<file path="src/eba_pkg.sv">
package eba_pkg;

  localparam int unsigned EBA_DATA_W = 64;
  localparam int unsigned EBA_INDEX_W = 32;
  localparam int unsigned EBA_NUM_BANKS = 3;
  localparam int unsigned EBA_NUM_THREADS = 2;
  localparam int unsigned EBA_PTR_W = 32;

  // register indices
  localparam logic [31:0] EBA_BANK1_CONTROL = 32'h0000_0404;
  localparam logic [31:0] EBA_BANK1_STATUS = 32'h0000_0405;
  localparam logic [31:0] EBA_BANK1_ERROR_ADDRESS = 32'h0000_0406;
  localparam logic [31:0] EBA_BANK1_ERROR_EXTRA_INFO = 32'h0000_0407;
  localparam logic [31:0] EBA_BANK2_ERROR_CONTROL = 32'h0000_0408;
  localparam logic [31:0] EBA_BANK2_ERROR_STATUS = 32'h0000_0409;
  localparam logic [31:0] EBA_BANK2_ERROR_ADDRESS = 32'h0000_040a;
  localparam logic [31:0] EBA_BANK2_ERROR_EXTRA_INFO = 32'h0000_040b;
  localparam logic [31:0] EBA_BANK3_ERROR_CONTROL = 32'h0000_040c;
  localparam logic [31:0] EBA_BANK3_ERROR_STATUS = 32'h0000_040d;
  localparam logic [31:0] EBA_BANK3_ERROR_ADDRESS = 32'h0000_040e;
  localparam logic [31:0] EBA_BANK3_ERROR_EXTRA_INFO = 32'h0000_040f;
  localparam logic [31:0] EBA_TRACE_AREA_POINTER = 32'h0000_0600;

  // bank window: four registers per bank, banks back to back
  localparam logic [31:0] EBA_BANK_BASE = EBA_BANK1_CONTROL;
  localparam logic [31:0] EBA_BANK_LAST = EBA_BANK3_ERROR_EXTRA_INFO;
  localparam int unsigned EBA_SEL_W = 2;

  typedef enum logic [1:0] {
    EBA_SEL_CONTROL,
    EBA_SEL_STATUS,
    EBA_SEL_ADDRESS,
    EBA_SEL_EXTRA
  } eba_sel_e;

  // flag positions inside bank_error_status
  localparam int unsigned EBA_ADDRESS_VALID_BIT = 58;
  localparam int unsigned EBA_EXTRA_INFO_VALID_BIT = 59;

  localparam logic [63:0] EBA_RESET_VALUE = 64'h0;
  localparam logic [31:0] EBA_PTR_RESET = 32'h0;

endpackage

</file>
<file path="src/eba_error_bank_regs.sv">
`timescale 1ns/1ps
module eba_error_bank_regs
  import eba_pkg::*;
#(
  parameter int unsigned NUM_THREADS = eba_pkg::EBA_NUM_THREADS,
  parameter logic [eba_pkg::EBA_NUM_BANKS-1:0] ADDR_IMPL = 3'h7,
  parameter logic [eba_pkg::EBA_NUM_BANKS-1:0] EXTRA_IMPL = 3'h7
) (
  input wire logic mclk,
  input wire logic reset_n,
  input wire logic msr_req,
  input wire logic msr_write,
  input wire logic [$clog2(NUM_THREADS)-1:0] msr_thread,
  input wire logic [eba_pkg::EBA_INDEX_W-1:0] msr_index,
  input wire logic [eba_pkg::EBA_DATA_W-1:0] msr_wdata,
  output logic msr_done,
  output logic [eba_pkg::EBA_DATA_W-1:0] msr_rdata,
  output logic msr_gp_fault,
  input wire logic err_capture,
  input wire logic [1:0] err_bank,
  input wire logic [eba_pkg::EBA_DATA_W-1:0] err_status,
  input wire logic [eba_pkg::EBA_DATA_W-1:0] err_addr,
  input wire logic [eba_pkg::EBA_DATA_W-1:0] err_extra
);
  import eba_pkg::*;

  typedef struct packed {
    logic [NUM_THREADS-1:0][EBA_PTR_W-1:0] trace_ptr;
    logic done;
    logic gp_fault;
    logic [EBA_DATA_W-1:0] rdata;
  } eba_top_s;

  typedef struct packed {
    logic hit;
    logic ptr;
    logic [1:0] bank;
    eba_sel_e sel;
  } eba_dec_s;

  eba_top_s st_reg;
  eba_top_s st_next;

  logic [EBA_NUM_BANKS-1:0] bank_wr;
  logic [EBA_NUM_BANKS-1:0] bank_cap;
  logic [EBA_NUM_BANKS-1:0][EBA_DATA_W-1:0] b_ctl;
  logic [EBA_NUM_BANKS-1:0][EBA_DATA_W-1:0] b_stat;
  logic [EBA_NUM_BANKS-1:0][EBA_DATA_W-1:0] b_addr;
  logic [EBA_NUM_BANKS-1:0][EBA_DATA_W-1:0] b_extra;

  logic hit_bank;
  logic hit_ptr;
  logic [1:0] bank_num;
  eba_sel_e sel;
  logic thread_ok;
  logic refuse;
  eba_dec_s dec;

  function automatic eba_dec_s bank_decode(input logic [EBA_INDEX_W-1:0] idx);
    eba_dec_s d;
    // unlisted indices stay unmapped, so they fault
    d = '{hit: 1'b0, ptr: 1'b0, bank: 2'h0, sel: EBA_SEL_CONTROL};
    if (idx == EBA_BANK1_CONTROL) begin
      d.hit = 1'b1;
      d.bank = 2'h0;
      d.sel = EBA_SEL_CONTROL;
    end else if (idx == EBA_BANK1_STATUS) begin
      d.hit = 1'b1;
      d.bank = 2'h0;
      d.sel = EBA_SEL_STATUS;
    end else if (idx == EBA_BANK1_ERROR_ADDRESS) begin
      d.hit = 1'b1;
      d.bank = 2'h0;
      d.sel = EBA_SEL_ADDRESS;
    end else if (idx == EBA_BANK1_ERROR_EXTRA_INFO) begin
      d.hit = 1'b1;
      d.bank = 2'h0;
      d.sel = EBA_SEL_EXTRA;
    end else if (idx == EBA_BANK2_ERROR_CONTROL) begin
      d.hit = 1'b1;
      d.bank = 2'h1;
      d.sel = EBA_SEL_CONTROL;
    end else if (idx == EBA_BANK2_ERROR_STATUS) begin
      d.hit = 1'b1;
      d.bank = 2'h1;
      d.sel = EBA_SEL_STATUS;
    end else if (idx == EBA_BANK2_ERROR_ADDRESS) begin
      d.hit = 1'b1;
      d.bank = 2'h1;
      d.sel = EBA_SEL_ADDRESS;
    end else if (idx == EBA_BANK2_ERROR_EXTRA_INFO) begin
      d.hit = 1'b1;
      d.bank = 2'h1;
      d.sel = EBA_SEL_EXTRA;
    end else if (idx == EBA_BANK3_ERROR_CONTROL) begin
      d.hit = 1'b1;
      d.bank = 2'h2;
      d.sel = EBA_SEL_CONTROL;
    end else if (idx == EBA_BANK3_ERROR_STATUS) begin
      d.hit = 1'b1;
      d.bank = 2'h2;
      d.sel = EBA_SEL_STATUS;
    end else if (idx == EBA_BANK3_ERROR_ADDRESS) begin
      d.hit = 1'b1;
      d.bank = 2'h2;
      d.sel = EBA_SEL_ADDRESS;
    end else if (idx == EBA_BANK3_ERROR_EXTRA_INFO) begin
      d.hit = 1'b1;
      d.bank = 2'h2;
      d.sel = EBA_SEL_EXTRA;
    end else if (idx == EBA_TRACE_AREA_POINTER) begin
      d.ptr = 1'b1;
    end
    bank_decode = d;
  endfunction

  always_comb begin
    dec = bank_decode(msr_index);
    hit_bank = dec.hit;
    hit_ptr = dec.ptr;
    bank_num = dec.bank;
    sel = dec.sel;
    thread_ok = (32'(msr_thread) < NUM_THREADS);
    refuse = 1'b0;
    if (!hit_bank && !hit_ptr) begin
      refuse = 1'b1;
    end else if (hit_ptr && !thread_ok) begin
      refuse = 1'b1;
    end else if (hit_bank && sel == EBA_SEL_ADDRESS && !ADDR_IMPL[bank_num]) begin
      refuse = 1'b1;
    end else if (hit_bank && sel == EBA_SEL_EXTRA && !EXTRA_IMPL[bank_num]) begin
      refuse = 1'b1;
    end
  end

  // one bank set, no thread select
  genvar gi;
  generate
    for (gi = 0; gi < EBA_NUM_BANKS; gi++) begin : g_bank
      assign bank_wr[gi] = msr_req && msr_write && hit_bank && !refuse
                           && (bank_num == 2'(gi));
      assign bank_cap[gi] = err_capture && (err_bank == 2'(gi + 1));
      eba_err_bank u_bank (
        .mclk(mclk),
        .reset_n(reset_n),
        .wr_en(bank_wr[gi]),
        .wr_sel(sel),
        .wr_data(msr_wdata),
        .cap_valid(bank_cap[gi]),
        .cap_status(err_status),
        .cap_addr(err_addr),
        .cap_extra(err_extra),
        .control(b_ctl[gi]),
        .status(b_stat[gi]),
        .address(b_addr[gi]),
        .extra(b_extra[gi])
      );
    end
  endgenerate

  always_comb begin
    st_next = st_reg;
    st_next.done = msr_req;
    st_next.gp_fault = msr_req && refuse;
    st_next.rdata = EBA_RESET_VALUE;
    if (msr_req && !refuse) begin
      if (hit_ptr) begin
        if (msr_write) begin
          // high half is reserved, dropped on write
          st_next.trace_ptr[msr_thread] = msr_wdata[EBA_PTR_W-1:0];
        end else begin
          st_next.rdata = {{(EBA_DATA_W-EBA_PTR_W){1'b0}}, st_reg.trace_ptr[msr_thread]};
        end
      end else if (!msr_write) begin
        case (sel)
          EBA_SEL_CONTROL: st_next.rdata = b_ctl[bank_num];
          EBA_SEL_STATUS: st_next.rdata = b_stat[bank_num];
          EBA_SEL_ADDRESS: begin
            if (b_stat[bank_num][EBA_ADDRESS_VALID_BIT]) begin
              st_next.rdata = b_addr[bank_num];
            end
          end
          default: begin
            if (b_stat[bank_num][EBA_EXTRA_INFO_VALID_BIT]) begin
              st_next.rdata = b_extra[bank_num];
            end
          end
        endcase
      end
    end
  end

  always_ff @(posedge mclk or negedge reset_n) begin
    if (!reset_n) begin
      st_reg.trace_ptr <= {NUM_THREADS{EBA_PTR_RESET}};
      st_reg.done <= 1'b0;
      st_reg.gp_fault <= 1'b0;
      st_reg.rdata <= EBA_RESET_VALUE;
    end else begin
      st_reg <= st_next;
    end
  end

  assign msr_done = st_reg.done;
  assign msr_gp_fault = st_reg.gp_fault;
  assign msr_rdata = st_reg.rdata;

endmodule

</file>
<file path="src/eba_err_bank.sv">
`timescale 1ns/1ps
module eba_err_bank
  import eba_pkg::*;
(
  input wire logic mclk,
  input wire logic reset_n,
  input wire logic wr_en,
  input wire eba_pkg::eba_sel_e wr_sel,
  input wire logic [eba_pkg::EBA_DATA_W-1:0] wr_data,
  input wire logic cap_valid,
  input wire logic [eba_pkg::EBA_DATA_W-1:0] cap_status,
  input wire logic [eba_pkg::EBA_DATA_W-1:0] cap_addr,
  input wire logic [eba_pkg::EBA_DATA_W-1:0] cap_extra,
  output logic [eba_pkg::EBA_DATA_W-1:0] control,
  output logic [eba_pkg::EBA_DATA_W-1:0] status,
  output logic [eba_pkg::EBA_DATA_W-1:0] address,
  output logic [eba_pkg::EBA_DATA_W-1:0] extra
);
  import eba_pkg::*;

  typedef struct packed {
    logic [EBA_DATA_W-1:0] control;
    logic [EBA_DATA_W-1:0] status;
    logic [EBA_DATA_W-1:0] address;
    logic [EBA_DATA_W-1:0] extra;
  } eba_bank_s;

  eba_bank_s st_reg;
  eba_bank_s st_next;

  always_comb begin
    st_next = st_reg;
    if (wr_en) begin
      case (wr_sel)
        EBA_SEL_CONTROL: st_next.control = wr_data;
        EBA_SEL_STATUS: st_next.status = wr_data;
        EBA_SEL_ADDRESS: st_next.address = wr_data;
        default: st_next.extra = wr_data;
      endcase
    end
    // capture after the write: a logged error wins over a same-cycle write to status, and to address or extra when its valid flag is set
    if (cap_valid) begin
      st_next.status = cap_status;
      if (cap_status[EBA_ADDRESS_VALID_BIT]) begin
        st_next.address = cap_addr;
      end
      if (cap_status[EBA_EXTRA_INFO_VALID_BIT]) begin
        st_next.extra = cap_extra;
      end
    end
  end

  always_ff @(posedge mclk or negedge reset_n) begin
    if (!reset_n) begin
      st_reg <= '{default: EBA_RESET_VALUE};
    end else begin
      st_reg <= st_next;
    end
  end

  assign control = st_reg.control;
  assign status = st_reg.status;
  assign address = st_reg.address;
  assign extra = st_reg.extra;

endmodule

</file>
<file path="config.mk">
export PLATFORM = sky130hd
export DESIGN_NAME = eba_error_bank_regs
export DESIGN_NICKNAME = d
export VERILOG_FILES = /design/src/eba_pkg.sv /design/src/eba_error_bank_regs.sv /design/src/eba_err_bank.sv
export SDC_FILE = /design/constraint.sdc
export NUM_CORES = 2
export LEC_CHECK = 0
export ABC_AREA = 1
export BUFFER_PORTS_ARGS = -buffer_cell sky130_fd_sc_hd__buf_4
export CORE_UTILIZATION = 27
export CTS_CLUSTER_SIZE = 25
export DETAILED_ROUTE_END_ITERATION = 8
export HOLD_SLACK_MARGIN = 0.06
export PLACE_DENSITY = 0.42
export REMOVE_ABC_BUFFERS = 1
export SLEW_MARGIN = 5
export SYNTH_ARGS = -nofsm -noshare
export SYNTH_HDL_FRONTEND = slang
export SYNTH_SLANG_ARGS = --single-unit
</file>
<file path="constraint.sdc">
create_clock -name mclk -period 1.33 [get_ports mclk]
set_input_delay 0.0665 -clock mclk [delete_from_list [all_inputs] [get_ports mclk]]
set_output_delay 0.0665 -clock mclk [all_outputs]
set_load 0.005 [all_outputs]
</file>
==> impl_metrics.csv <==
group,metric,value,unit
synthesis,netlist_top_cells_count,"nand2_1, inv_1, dfrtp_1",
cells_and_area,multi_input_area,24180,sq um
cells_and_area,ff_latch_area,22470,sq um
synthesis,syn_area_per_cell,6.749,sq um
floorplan,ioPinCount,362,
clock_tree,cts_tree,"yes",
pwr,p_per_area,1051,nW/um^2
setup_path,required,1.99,ns
synthesis,synth_area_leader_cell,"dfrtp_1",
run,cap_viol_max_count,0,
floorplan,core-area,190200,sq um
timing,fin_crit_sh,130.2,%
setup_path,start_kind,"primary input",
route,antenna_left,0,
clock_tree,cts_sinks,898,
synthesis,ys_types,36,
timing,fin_crit,1.731,ns
setup_path,rr_endpoint,"msr_rdata[45]$_DFF_PN0_",
setup_path,r2r_setup_slack,-0.31,ns
min_path,hold_depth,7,
setup_path,r2r-start,"g_bank[1].u_bank.status[59]$_DFFE_PN0P_",
clock_tree,cts.path.max_buffers,3,
setup_path,cp-end-kind,"flip-flop",
place,dp_hpwl,171300,microns
timing,fin_setup_tns,-228.82,ns
place,place.gp.congestion,0.8486,
pwr,pwr-share-seq,42.1,%
floorplan,initial_core_util,27.20,%
setup_path,crit_type,"in2reg",
setup_path,worst_ep_arrival_time,2.39,ns
cells_and_area,n_fill_cell,20125,
floorplan,die_h,439.7,microns
min_path,hold_class,"in2reg",
synthesis,ys_seq_area_share,43.44,%
synthesis,ys_async_sr_fraction,100.0,%
timing,hold_ws,-0.03948,ns
cells_and_area,layout-drive-gt1-share,18.96,%
synthesis,synthesis.area,51730,sq um
route,firstDrtPassIters,6,
timing,finalSetupViolCount,886,
synthesis,synth_edf_count,0,
timing,skew,0.03165,ns
clock_tree,cts_buffers,116,
route,routedWlPerCell,24.51,microns
pwr,power.internal,0.05398,W
route,post-route-drc-count,0,
clock_tree,clk_pin_slew_worst_paths,0.06,ns
cells_and_area,layout.cells.non_filler,11150,
route,drt_iter0_drc,5259,
timing,slew_headroom,25.48,%
route,routed-via-count,55083,
place,dp.cells,10511,
floorplan,die_area,193300,sq um
route,totalWireLength,273300,microns
route,vias_per_cell,4.940,
pwr,power_leakage,36.09,nW
timing,drv_slew,0,
clock_tree,cts_hold_buf,282,
timing,final_hold_viol_count,1,
clock_tree,htreeDepth,3,
setup_path,r2r_cells,9,
timing,rsz0062_at_grt,"true",
place,numPortBuffers,361,
synthesis,synthFlopType,"dfrtp_1",
timing,setup_slack,-0.4012,ns
timing,tightest_slew,1.114,ns
global_route,grt_pass1_vias,52955,
pwr,power.switching,0.02209,W
global_route,grt_antenna_before_repair,7,
cells_and_area,final_util,38.06,%
timing,fmax,577.6,MHz
run_status,violations,"negative hold slack, negative setup slack",
floorplan,rows,160,
pwr,pwr-share-comb,15.9,%
synthesis,syn_inst,7665,
pwr,fin_total_pwr,0.07608,W
setup_path,cp_max_fo,23,
floorplan,die_x,439.7,microns
cells_and_area,syn2layout_area_growth,39.93,%
synthesis,synth_warnings,0,
min_path,min_to,"g_bank[1].u_bank.extra[33]$_DFF_PN0_",
pwr,clkPwrFrac,42.0,%
synthesis,synth_area_leaders,"dfrtp_1, nand2_1, nand3_1, inv_1, o21ai_0",
global_route,grt_pass1_wl,375400,microns
synthesis,yosys_register_bits,898,
min_path,min-delay-start,"err_capture",
pwr,ir_drop,0.9797,mV
synthesis,yosys.area.top_type_share,43.44,%
run_status,run_status,"complete, but fails checks",
global_route,overflow,0,
cells_and_area,nNetsFinal,8848,
pwr,swShare,29.04,%
clock_tree,root_buffer,"clkbuf_16",
clock_tree,clk_latency,0.77,ns
global_route,grt_usage,26.44,%
global_route,grt_max_degree,83,
synthesis,yosys.cell_count.top_type,"nand2_1",
## worst max-delay path by stage
stage | start | endpoint | slack (ns) | cells past startpoint
after floorplan | err_bank[1] | g_bank[0].u_bank.status[58]$_DFFE_PN0P_ | -15.95 | 4
after global placement | msr_index[1] | msr_rdata[58]$_DFF_PN0_ | -1.41 | 14
after detailed placement | msr_index[15] | msr_rdata[53]$_DFF_PN0_ | -1.40 | 18
after CTS | msr_index[7] | msr_rdata[55]$_DFF_PN0_ | -0.31 | 19
after global routing | msr_index[30] | g_bank[2].u_bank.status[22]$_DFFE_PN0P_ | -0.50 | 18
final | msr_index[15] | msr_rdata[45]$_DFF_PN0_ | -0.40 | 19
## worst max-delay path, stage by stage
cell and delay (ns):
buf_4 0.12, nor2_4 0.11, nand2_2 0.07, nor2_4 0.14, inv_2 0.06, nor2_4 0.13, buf_6 0.12, buf_8 0.12
nand3_4 0.13, buf_12 0.17, nand2_4 0.06, nand2_4 0.05, nand2_4 0.07, buf_4 0.12, nand3_2 0.10, buf_12 0.18
nor2_1 0.25, nor2_2 0.07, nor2_1 0.16
## power groups by stage
stage	clock network, W	logic [W]	registers [W]
final	0.0319	0.0121	0.0320
after global routing	0.0335	0.0137	0.0324
after CTS	0.0325	0.0119	0.0320
after detailed placement	0	0.0109	0.0324
after global placement	0	0.0107	0.0324
after floorplan	0	0.00611	0.0319
## cell usage in the layout, fill, tap and decap left out, types with 146 or more instances in the layout
cell type      instances
buf_4                709
nor2_1               376
dlygate4sd3_1        282
inv_1                918
o21ai_0              363
o21ai_1              294
clkbuf_16            146
nand2_1             2839
nand3_1              698
dfrtp_1              897
buf_12               232
nand4_1              152
## stage by stage
stage               instance area (sq um)  worst slack, ns
global placement                    61820           -1.406
finish                              72390          -0.4012
global route                        72380          -0.4950
detailed placement                  61820           -1.398
CTS                                 70330          -0.3067
floorplan                           48920           -15.95
## routing by layer
metal / wire [microns] / GRT usage [%] / part of all wire, % / vias up
met5: 13 / 0 / 0.0048 / -
met4: 9550 / 8.597 / 3.5 / 2
met3: 17990 / 3.316 / 6.6 / 420
met2: 126400 / 43.30 / 46 / 2190
met1: 119300 / 35.92 / 44 / 26864
li1: - / - / - / 25607
## logic make-up after synthesis
family,share of synthesized area [%]
AOI/OAI and AO/OA,8.707
buffers and inverters,12.25
DFF,43.44
and+or+nand+nor,35.60
## what timing repair did
item	in CTS	in global routing
pin swaps	38	85
hold endpoints to repair	1756	1
gates cloned	18	35
gates resized for setup	189	225
endpoints found under the setup margin	898	963
setup buffers	68	34
## area by class of cell
class	count	area share, %
timing repair buffer	1348	21.06
timing repair inverter	1	0.02247
clock buffer	190	4.964
antenna	3	0.01037
tap	2511	4.340
inverter	939	4.971
sequential	898	31.05
clock inverter	12	0.1728
multi-input combinational	5248	33.41
Power figures use the tool's default switching activity.
